## config.mk

```make
export PLATFORM = sky130hd
export DESIGN_NAME = adc_request_trigger_control
export DESIGN_NICKNAME = d
export VERILOG_FILES = /design/src/common/adc_req_pkg.sv /design/src/rtl/adc_request_trigger_control.sv
export SDC_FILE = /design/constraint.sdc
export NUM_CORES = 1
export LEC_CHECK = 0
export BUFFER_PORTS_ARGS = -buffer_cell sky130_fd_sc_hd__buf_4
export CAP_MARGIN = 20
export CORE_MARGIN = 4
export CORE_UTILIZATION = 30
export CTS_CLUSTER_SIZE = 20
export DETAILED_ROUTE_END_ITERATION = 6
export GPL_ROUTABILITY_DRIVEN = 0
export PLACE_DENSITY = 0.57
export SLEW_MARGIN = 15
export SYNTH_ARGS = -nofsm -noshare
export SYNTH_HDL_FRONTEND = slang
export SYNTH_SLANG_ARGS = --single-unit
```

## constraint.sdc

```tcl
create_clock -name ref_clk -period 4.95 [get_ports ref_clk]
set_input_delay 0.7425 -clock ref_clk [delete_from_list [all_inputs] [get_ports ref_clk]]
set_output_delay 0.7425 -clock ref_clk [all_outputs]
set_load 0.02 [all_outputs]
```

## src/common/adc_req_pkg.sv

```systemverilog
// Shared constants for the converter request and trigger control block
package adc_req_pkg;
    // ==========================================
    // Register byte offsets
    localparam logic [7:0] OFF_TRIG = 8'h00;
    localparam logic [7:0] OFF_STC = 8'h04;
    localparam logic [7:0] OFF_MODE = 8'h08;
    localparam logic [7:0] OFF_STAT = 8'h0C;
    localparam logic [7:0] OFF_IRQ_STAT = 8'h10;
    localparam logic [7:0] OFF_IRQ_MASK = 8'h14;
    localparam logic [7:0] OFF_CHAN_BASE = 8'h20;
    localparam logic [7:0] OFF_CHAN_LAST = 8'h3C;
    // ==========================================
    // Field positions
    localparam int SEL0_LSB = 0;
    localparam int SEL1_LSB = 3;
    localparam int SYNC0_BIT = 6;
    localparam int SYNC1_BIT = 7;
    localparam int RSEL_LSB = 0;
    localparam int LCC_LSB = 4;
    localparam int GATE_BIT = 0;
    localparam int EXT_TRIGGER_ENABLE_BIT = 2;
    localparam int CLEAR_VALID_COMMAND_BIT = 4;
    localparam int FLUSH_BIT = 5;
    localparam int SWTRIG_BIT = 6;
    localparam int CEV_BIT = 7;
    localparam int IRQ_EV_BIT = 0;
    localparam int IRQ_SMP_BIT = 1;
    // ==========================================
    // Reset values
    localparam logic [7:0] TRIG_RST = 8'h00;
    localparam logic [7:0] STC_RST = 8'h00;
    localparam logic [1:0] RSEL_RST = 2'h0;
    localparam logic [2:0] LCC_RST = 3'h0;
    localparam logic [1:0] IRQ_RST = 2'h0;
    // ==========================================
    // Timing: sample phase base length in analog clock cycles
    localparam logic [8:0] SAMPLE_BASE = 9'h002;
    localparam int NUM_CHAN = 8;
    // ==========================================
    // Sample phase states
    typedef enum logic [0:0] {
        SMP_IDLE = 1'b0,
        SMP_RUN = 1'b1
    } smp_state_t;
endpackage

```

## src/rtl/adc_request_trigger_control.sv

```systemverilog
// Request-side control of the converter: triggers, channel settings, sample time, queue mode
//
// Behaviour
// - Two 3-bit selectors pick one of eight trigger inputs per source.
// - Per-source sync enable inserts a synchronizing stage, else bypassed.
// - Eight channel registers each pick one of four result registers.
// - Each channel register holds a 3-bit limit check control field.
// - Sample phase lasts two analog cycles plus the sample time value.
// - Gate enable bit drives the sequential source gating line through one flop.
// - With external trigger enable set, a rising edge on trigger path 0 sets event flag only while an entry is valid.
// - Clear-valid clears backup valid if set, else queue stage valid.
// - Flush clears all valid flags and the event flag.
// - Software trigger makes a trigger event; waiting source starts its request.
// - Clear-event command clears the event flag.
// - Reserved bits read zero; software writes zero there.
// - Trigger select and sync register resets to all zeros.
// - Event flag clears automatically when the conversion starts.
// - With external trigger use set, event flag gates the request start.
`timescale 1ns/1ps
`default_nettype none
module adc_request_trigger_control
    import adc_req_pkg::*;
(
    input wire logic ref_clk,
    input wire logic rst_n,
    input wire logic psel,
    input wire logic penable,
    input wire logic pwrite,
    input wire logic [31:0] paddr,
    input wire logic [31:0] pwdata,
    output logic [31:0] prdata,
    output logic pready,
    output logic pslverr,
    input wire logic [7:0] triggerInput0,
    input wire logic [7:0] triggerInput1,
    input wire logic analogClockTick,
    input wire logic sampleStart,
    input wire logic queueLoad,
    input wire logic abortToBackup,
    input wire logic conversionStarted,
    input wire logic externalTriggerUse,
    output logic gateLine,
    output logic requestTriggerLine0,
    output logic requestTriggerLine1,
    output logic conversionRequest,
    output logic sampleActive,
    output logic [15:0] resultTargetSelect,
    output logic [23:0] limitCheckControl,
    output logic irq
);
    import adc_req_pkg::*;

    // ==========================================
    // Helpers
    function automatic logic pickInput(input logic [7:0] vec, input logic [2:0] sel);
        pickInput = vec[sel];
    endfunction

    function automatic logic hitOffset(input logic [31:0] addr, input logic [7:0] off);
        hitOffset = (addr[31:8] == 24'h000000) && (addr[7:0] == off);
    endfunction

    // ==========================================
    // Registers
    logic [7:0] trigSel_q;
    logic [7:0] sampleTime_q;
    logic gateEnable_q;
    logic extTrigEnable_q;
    logic [1:0] resultSel_q [NUM_CHAN];
    logic [2:0] limitCtl_q [NUM_CHAN];
    logic eventFlag_q;
    logic eventFlag_d;
    logic queueValid_q;
    logic queueValid_d;
    logic backupValid_q;
    logic backupValid_d;
    logic [1:0] irqStat_q;
    logic [1:0] irqStat_d;
    logic [1:0] irqMask_q;
    logic [31:0] prdata_q;
    logic pready_q;
    logic pslverr_q;
    logic irq_q;
    logic gate_q;
    logic reqTrig0_q;
    logic reqTrig1_q;
    logic convReq_q;
    logic [15:0] rselOut_q;
    logic [23:0] lccOut_q;
    logic syncA0_q;
    logic syncB0_q;
    logic syncA1_q;
    logic syncB1_q;
    logic prevPath0_q;
    smp_state_t smpState_q;
    smp_state_t smpState_d;
    logic [8:0] smpCount_q;
    logic [8:0] smpCount_d;
    logic smpDone;

    // ==========================================
    // APB decode
    wire logic access = psel && penable && !pready_q;
    wire logic commit = psel && penable && pready_q;
    wire logic wrCommit = commit && pwrite;
    wire logic hitTrig = hitOffset(paddr, OFF_TRIG);
    wire logic hitStc = hitOffset(paddr, OFF_STC);
    wire logic hitMode = hitOffset(paddr, OFF_MODE);
    wire logic hitStat = hitOffset(paddr, OFF_STAT);
    wire logic hitIrqStat = hitOffset(paddr, OFF_IRQ_STAT);
    wire logic hitIrqMask = hitOffset(paddr, OFF_IRQ_MASK);
    wire logic hitChan = (paddr[31:8] == 24'h000000) && (paddr[1:0] == 2'h0)
        && (paddr[7:0] >= OFF_CHAN_BASE) && (paddr[7:0] <= OFF_CHAN_LAST);
    wire logic [2:0] chanIdx = paddr[4:2];
    wire logic mapped = hitTrig || hitStc || hitMode || hitStat || hitIrqStat || hitIrqMask || hitChan;

    wire logic modeWrite = wrCommit && hitMode;
    wire logic cmdClearValid = modeWrite && pwdata[CLEAR_VALID_COMMAND_BIT];
    wire logic cmdFlush = modeWrite && pwdata[FLUSH_BIT];
    wire logic cmdSwTrigger = modeWrite && pwdata[SWTRIG_BIT];
    wire logic cmdClearEvent = modeWrite && pwdata[CEV_BIT];

    // ==========================================
    // Trigger paths
    // input selection
    wire logic sel0Raw = pickInput(triggerInput0, trigSel_q[SEL0_LSB +: 3]);
    wire logic sel1Raw = pickInput(triggerInput1, trigSel_q[SEL1_LSB +: 3]);
    wire logic path0 = trigSel_q[SYNC0_BIT] ? syncB0_q : sel0Raw;
    wire logic path1 = trigSel_q[SYNC1_BIT] ? syncB1_q : sel1Raw;
    wire logic anyValid = queueValid_q || backupValid_q;
    // edge only counts with a valid entry
    wire logic hwEvent = extTrigEnable_q && path0 && !prevPath0_q && anyValid;
    // software trigger acts like a detected edge
    wire logic swEvent = cmdSwTrigger && anyValid;
    // event gates the start only when external trigger use is set
    wire logic reqReady = gateEnable_q && anyValid && (!externalTriggerUse || eventFlag_q);

    // two flops, first read only by second
    always_ff @(posedge ref_clk)
    begin
        if (!rst_n)
        begin
            syncA0_q <= 1'b0;
            syncB0_q <= 1'b0;
            syncA1_q <= 1'b0;
            syncB1_q <= 1'b0;
            prevPath0_q <= 1'b0;
        end
        else
        begin
            syncA0_q <= sel0Raw;
            syncB0_q <= syncA0_q;
            syncA1_q <= sel1Raw;
            syncB1_q <= syncA1_q;
            prevPath0_q <= path0;
        end
    end

    // ==========================================
    // Event and valid flags; a set in the clearing cycle wins
    always_comb
    begin
        eventFlag_d = eventFlag_q;
        if (cmdClearEvent)
            eventFlag_d = 1'b0;
        if (cmdFlush)
            eventFlag_d = 1'b0;
        if (conversionStarted)
            eventFlag_d = 1'b0;
        if (hwEvent || swEvent)
            eventFlag_d = 1'b1;
    end

    always_comb
    begin
        queueValid_d = queueValid_q;
        backupValid_d = backupValid_q;
        if (cmdClearValid)
        begin
            if (backupValid_q)
                backupValid_d = 1'b0;
            else
                queueValid_d = 1'b0;
        end
        // Started conversion retires the entry it came from
        if (conversionStarted)
        begin
            if (backupValid_q)
                backupValid_d = 1'b0;
            else
                queueValid_d = 1'b0;
        end
        if (cmdFlush)
        begin
            queueValid_d = 1'b0;
            backupValid_d = 1'b0;
        end
        if (queueLoad)
            queueValid_d = 1'b1;
        if (abortToBackup)
            backupValid_d = 1'b1;
    end

    always_ff @(posedge ref_clk)
    begin
        if (!rst_n)
        begin
            eventFlag_q <= 1'b0;
            queueValid_q <= 1'b0;
            backupValid_q <= 1'b0;
        end
        else
        begin
            eventFlag_q <= eventFlag_d;
            queueValid_q <= queueValid_d;
            backupValid_q <= backupValid_d;
        end
    end

    // ==========================================
    // Sample phase timer, counted in analog clock ticks
    always_comb
    begin
        smpState_d = smpState_q;
        smpCount_d = smpCount_q;
        smpDone = 1'b0;
        case (smpState_q)
            SMP_IDLE:
            begin
                if (sampleStart)
                begin
                    smpState_d = SMP_RUN;
                    smpCount_d = SAMPLE_BASE + {1'b0, sampleTime_q};
                end
            end
            SMP_RUN:
            begin
                if (analogClockTick)
                begin
                    if (smpCount_q == 9'h001)
                    begin
                        smpState_d = SMP_IDLE;
                        smpCount_d = 9'h000;
                        smpDone = 1'b1;
                    end
                    else
                        smpCount_d = smpCount_q - 9'h001;
                end
            end
            default:
            begin
                smpState_d = SMP_IDLE;
                smpCount_d = 9'h000;
            end
        endcase
    end

    always_ff @(posedge ref_clk)
    begin
        if (!rst_n)
        begin
            smpState_q <= SMP_IDLE;
            smpCount_q <= 9'h000;
        end
        else
        begin
            smpState_q <= smpState_d;
            smpCount_q <= smpCount_d;
        end
    end

    // ==========================================
    // Interrupt status, write one to clear; set beats clear
    wire logic irqClear = wrCommit && hitIrqStat;
    always_comb
    begin
        irqStat_d = irqStat_q;
        if (irqClear)
            irqStat_d = irqStat_q & ~pwdata[1:0];
        if (eventFlag_d && !eventFlag_q)
            irqStat_d[IRQ_EV_BIT] = 1'b1;
        if (smpDone)
            irqStat_d[IRQ_SMP_BIT] = 1'b1;
    end

    // ==========================================
    // Control registers
    always_ff @(posedge ref_clk)
    begin
        if (!rst_n)
        begin
            trigSel_q <= TRIG_RST;
            sampleTime_q <= STC_RST;
            gateEnable_q <= 1'b0;
            extTrigEnable_q <= 1'b0;
            irqMask_q <= IRQ_RST;
            irqStat_q <= IRQ_RST;
        end
        else
        begin
            irqStat_q <= irqStat_d;
            if (wrCommit && hitTrig)
                trigSel_q <= pwdata[7:0];
            if (wrCommit && hitStc)
                sampleTime_q <= pwdata[7:0];
            if (modeWrite)
            begin
                gateEnable_q <= pwdata[GATE_BIT];
                extTrigEnable_q <= pwdata[EXT_TRIGGER_ENABLE_BIT];
            end
            if (wrCommit && hitIrqMask)
                irqMask_q <= pwdata[1:0];
        end
    end

    always_ff @(posedge ref_clk)
    begin
        for (int i = 0; i < NUM_CHAN; i++)
        begin
            if (!rst_n)
            begin
                resultSel_q[i] <= RSEL_RST;
                limitCtl_q[i] <= LCC_RST;
            end
            else if (wrCommit && hitChan && (chanIdx == i[2:0]))
            begin
                resultSel_q[i] <= pwdata[RSEL_LSB +: 2];
                limitCtl_q[i] <= pwdata[LCC_LSB +: 3];
            end
        end
    end

    // ==========================================
    // Read mux; reserved bits and command bits read zero
    logic [31:0] readData;
    always_comb
    begin
        readData = 32'h00000000;
        if (hitTrig)
            readData[7:0] = trigSel_q;
        if (hitStc)
            readData[7:0] = sampleTime_q;
        if (hitMode)
        begin
            readData[GATE_BIT] = gateEnable_q;
            readData[EXT_TRIGGER_ENABLE_BIT] = extTrigEnable_q;
        end
        if (hitStat)
            readData[3:0] = {sampleActive, backupValid_q, queueValid_q, eventFlag_q};
        if (hitIrqStat)
            readData[1:0] = irqStat_q;
        if (hitIrqMask)
            readData[1:0] = irqMask_q;
        if (hitChan)
            readData[7:0] = {1'b0, limitCtl_q[chanIdx], 2'h0, resultSel_q[chanIdx]};
    end

    always_ff @(posedge ref_clk)
    begin
        if (!rst_n)
        begin
            pready_q <= 1'b0;
            pslverr_q <= 1'b0;
            prdata_q <= 32'h00000000;
        end
        else
        begin
            // One wait state so that read data comes from a flop
            pready_q <= access;
            pslverr_q <= access && !mapped;
            // Writes answer with zero data so no stale read word rides along
            if (access)
                prdata_q <= pwrite ? 32'h00000000 : readData;
        end
    end

    // ==========================================
    // Registered outputs
    always_ff @(posedge ref_clk)
    begin
        if (!rst_n)
        begin
            gate_q <= 1'b0;
            reqTrig0_q <= 1'b0;
            reqTrig1_q <= 1'b0;
            convReq_q <= 1'b0;
            irq_q <= 1'b0;
            rselOut_q <= 16'h0000;
            lccOut_q <= 24'h000000;
        end
        else
        begin
            gate_q <= gateEnable_q;
            reqTrig0_q <= path0;
            reqTrig1_q <= path1;
            convReq_q <= reqReady;
            irq_q <= |(irqStat_d & irqMask_q);
            for (int i = 0; i < NUM_CHAN; i++)
            begin
                rselOut_q[2*i +: 2] <= resultSel_q[i];
                lccOut_q[3*i +: 3] <= limitCtl_q[i];
            end
        end
    end

    assign sampleActive = (smpState_q == SMP_RUN);
    assign gateLine = gate_q;
    assign requestTriggerLine0 = reqTrig0_q;
    assign requestTriggerLine1 = reqTrig1_q;
    assign conversionRequest = convReq_q;
    assign resultTargetSelect = rselOut_q;
    assign limitCheckControl = lccOut_q;
    assign irq = irq_q;
    assign prdata = prdata_q;
    assign pready = pready_q;
    assign pslverr = pslverr_q;

endmodule // adc_request_trigger_control
`default_nettype wire

```

==> metrics list <==
- Global-route wire length before repair: 24300 microns
- Fill cell instance count of the final layout: 1945
* Final routed DRC violation total: 0
- Async SR Flop Fraction: 0%
- In the final layout, the share of cells above drive strength 1 is 27.3%.
* Hold WC Path Type: flop to flop
- The worst setup path is of the primary input to flop kind.
- The biggest area contributor in the post-synthesis netlist is dfxtp_1.
- For the pin with the worst max-slew slack, the measured transition is 0.602 ns.
- Sorting the synthesized cells by how often they occur yields dfxtp_1, nor2_1, and2_1.
- Count of final max-slew check failures: 0
* Achievable frequency: 365 MHz
- Wire length after detailed routing: 15600 microns
* Critical Path, Cell by Cell: buf_4, nor4_4, nand2_1, nor4_4, nand4_1, nand2_1
- Top area cells in the synthesized netlist: dfxtp_1, edfxtp_1, mux4_2, mux2i_1, nor2_1
- The longest clock path from root to sink contains 2 buffers.
- The floorplan step defined a die boundary enclosing between 0.02 and 0.025 sq mm.
- Setup Buffers After CTS: 0
* Flip-flop and latch count after synthesis: 134
- Area of all sequential standard cells: 0.00308 sq mm
- Total number of H-tree levels: 4
* Maximum number of pins on one net before global-route repair: 68
- Pin placement for this block handled approximately 170 I/O pins.
- The internal portion of the total power is 0.00196 W.
- In this run the clock root is driven by a clkbuf_16.
- Diode insertion count for antenna repair: 0
- Input/output buffers: 122
- Max-cap violations in this run came to 0.
- In this run the cell area measured after placement is 0.00692 sq mm.
- Hold Violations, Final: 0
- Peak supply drop: 0.201 mV
- Number of enable-type register cells in the synthesized netlist: 40
- Final global-route overflow total: 0
* Max transition margin: approximately 60%
* Area growth from synthesis to layout: 26.0%
- With fillers left out, the area of the finished cells amounts to 0.00746 sq mm.
* Antenna violations before repair: 0
- Cell area after technology mapping: 0.00592 sq mm
- The share of total power dissipated in combinational logic is under 10%.
* Routed wirelength normalized by instance count: approximately 17 microns
- At the later pin of the worst-skew pair, clock insertion delay measures 0.42 ns.
- Final critical path time including I/O delays and setup: 2.74 ns
- The routed layout has about 4400 vias.
- Worst Setup Start Kind: primary input
* Leakage: 2.94 nW
- For this run, the number of Yosys warnings is 0.
- Summing all multi-input logic gate instances after layout gives 0.00253 sq mm.
- Number of CTS-inserted buffers: 17
- Final setup violation count: 0
- Along the worst path, the maximum fanout reaches 8.
- In the routed layout, each cell is associated on average with a via count of 4.69.
* Number of search-and-repair iterations in the first detailed-routing pass: 4
- Setup crit end kind: flop
* TritonCTS clock tree: yes
* Detailed-placement wirelength estimate: approximately 12000 microns
* Max stage delay on crit path: 0.54 ns
- DIE HEIGHT: 149 microns
- Data arrives at the worst endpoint at approximately 2.8 ns.
- Gate family responsible for the most delay along the worst path: simple AND/OR/NAND/NOR gates
- After clock tree synthesis, the flow added hold-fix buffers numbering 0.
- After routing, the total negative slack on setup checks comes to 0 ns.
* # rows: 51
- Final worst clock skew: 0.0101 ns
- The clock network is responsible for 44.4% of the overall power.
- Post-route worst setup slack: 2.21 ns
* Placeable core region: 0.0195 sq mm
* Starting utilization of the core area: 30.4%
* Mean instance size in the synthesized netlist: 10.9 sq um
* Library cell with the highest instance count after synthesis: dfxtp_1
- Iteration-0 DRC Markers: ~340
* Overall routing resource usage: between 10% and 20%
* Net switching fraction of the power: 24.4%
- Switching Power: 0.000633 W
- Counting every sink on the clock net gives 134.
- The number of buffers and inverters on the critical path is 1.
* Instance count of the mapped netlist: 542
* Crit path required time: around 5 ns
- Number of antenna-violating nets in the routed design: 0
- For this design, the slowest cell found on the critical path is nor4_4.
- Clock slew at the register clock pins of the worst setup and hold paths: 0.06 ns
- Summing the sequential cell areas from Yosys gives 52.0% of the chip area.
- Measured along the x axis, the die boundary spans around 150 microns.
- Once the clock tree was built, the resizer swapped 0 gates to a different size.
- Number of global-route vias before repair: about 4500
- Register share of total power: a little under half
- Yosys top cell area share: 31.8%
- The most used flip-flop cell after synthesis is dfxtp_1.
* Outcome: completed
- After the last flow step, the layout net total stands at between 700 and 800.
- Post-Place Worst Slack: 1.76 ns
* Post-route fraction of the period consumed by the critical path: 55.4%
- The number of different library cells used by synthesis comes to 57.
- Power Density: ~350 mW/mm^2
- Setup repair after global routing left no endpoint under its margin.
## metal layers
metal	up-vias	global-route usage (%)	share of wire, %
li1	2121	-	-
met1	2142	17.6	43
met2	131	24.2	50
met3	13	4.11	6.1
met4	0	3.88	1.2
met5	-	0	0
## registers in the layout, summed over array words and instances (netlist names), 2 cells and up
register / cells
limitCtl_q: 24
irqMask_q: 2
smpCount_q: 9
limitCheckControl: 24
irqStat_q: 2
trigSel_q: 8
sampleTime_q: 8
resultTargetSelect: 16
resultSel_q: 16
prdata: 8
## final timing paths
path	start	to	slack [ns]	cells after the start
hold reg to reg	syncA0_q	syncB0_q	0.43	1
setup reg to reg	smpCount_q[0]	irq	2.67	6
setup / recovery	paddr[1]	limitCtl_q[7][1]	2.21	6
hold / removal	syncA0_q	syncB0_q	0.43	1
## stage by stage
stage                     util, %  std cells  hold WS [ns]  power [W]
after global routing         38.4        939         0.437    0.00270
after global placement       35.6        907         0.414    0.00146
after detailed placement     35.6        907         0.422    0.00146
final                        38.4        939         0.432    0.00259
after CTS                    38.4        939         0.435    0.00263
after floorplan                 -        565         0.412    0.00137
## placed cells by master, fill, tap and decap left out, drive strengths merged, types with 3 or more instances in the layout
| master | count |
|---|---|
| o22ai | 4 |
| inv | 11 |
| a22oi | 4 |
| a31oi | 3 |
| nand2 | 30 |
| nor3b | 3 |
| ha | 3 |
| nand2b | 4 |
| clkbuf | 20 |
| nor2b | 4 |
| a22o | 5 |
| nand4 | 6 |
| clkinv | 6 |
| nor4 | 9 |
| clkinvlp | 4 |
| o21ai | 19 |
| mux4 | 17 |
| nor2 | 81 |
| dfxtp | 94 |
| edfxtp | 40 |
| and2 | 44 |
| nand3 | 10 |
| mux2i | 34 |
| a211oi | 3 |
| and3 | 5 |
| a21oi | 14 |
| xor2 | 3 |
| a32o | 3 |
| buf | 125 |
| conb | 24 |
| nor3 | 9 |
| nand3b | 4 |
## cell families (layout without fill, tap and decap cells)
kind of cell,Yosys count,in the layout,share of synthesized area (%)
simple gates,224,224,20.3
flops,134,134,52.0
compound gates,66,66,7.29
buf+inv,58,167,6.69
mux,52,52,12.4
xor+xnor,4,4,0.591
fa+ha+maj,3,3,0.634
other cells,1,24,0.0633
## power groups by stage
| stage | logic (W) | clock network (W) | registers (W) |
|---|---|---|---|
| 2_1_floorplan | 0.000152 | 0 | 0.00122 |
| 3_3_place_gp | 0.000249 | 0 | 0.00121 |
| 3_5_place_dp | 0.000255 | 0 | 0.00121 |
| 4_1_cts | 0.000257 | 0.00118 | 0.00119 |
| 5_1_grt | 0.000277 | 0.00123 | 0.00119 |
| 6_report | 0.000255 | 0.00115 | 0.00119 |
## cell type report
| cell class | instances | area share, % |
|---|---|---|
| clock buffers | 20 | 5.85 |
| clock inverters | 12 | 1.42 |
| inverters | 10 | 0.503 |
| multi-input cells | 373 | 33.9 |
| flip-flops and latches | 134 | 41.3 |
| well taps | 265 | 4.44 |
| repair buffers | 125 | 12.6 |
Note: power is estimated with default switching activity, not from simulation.
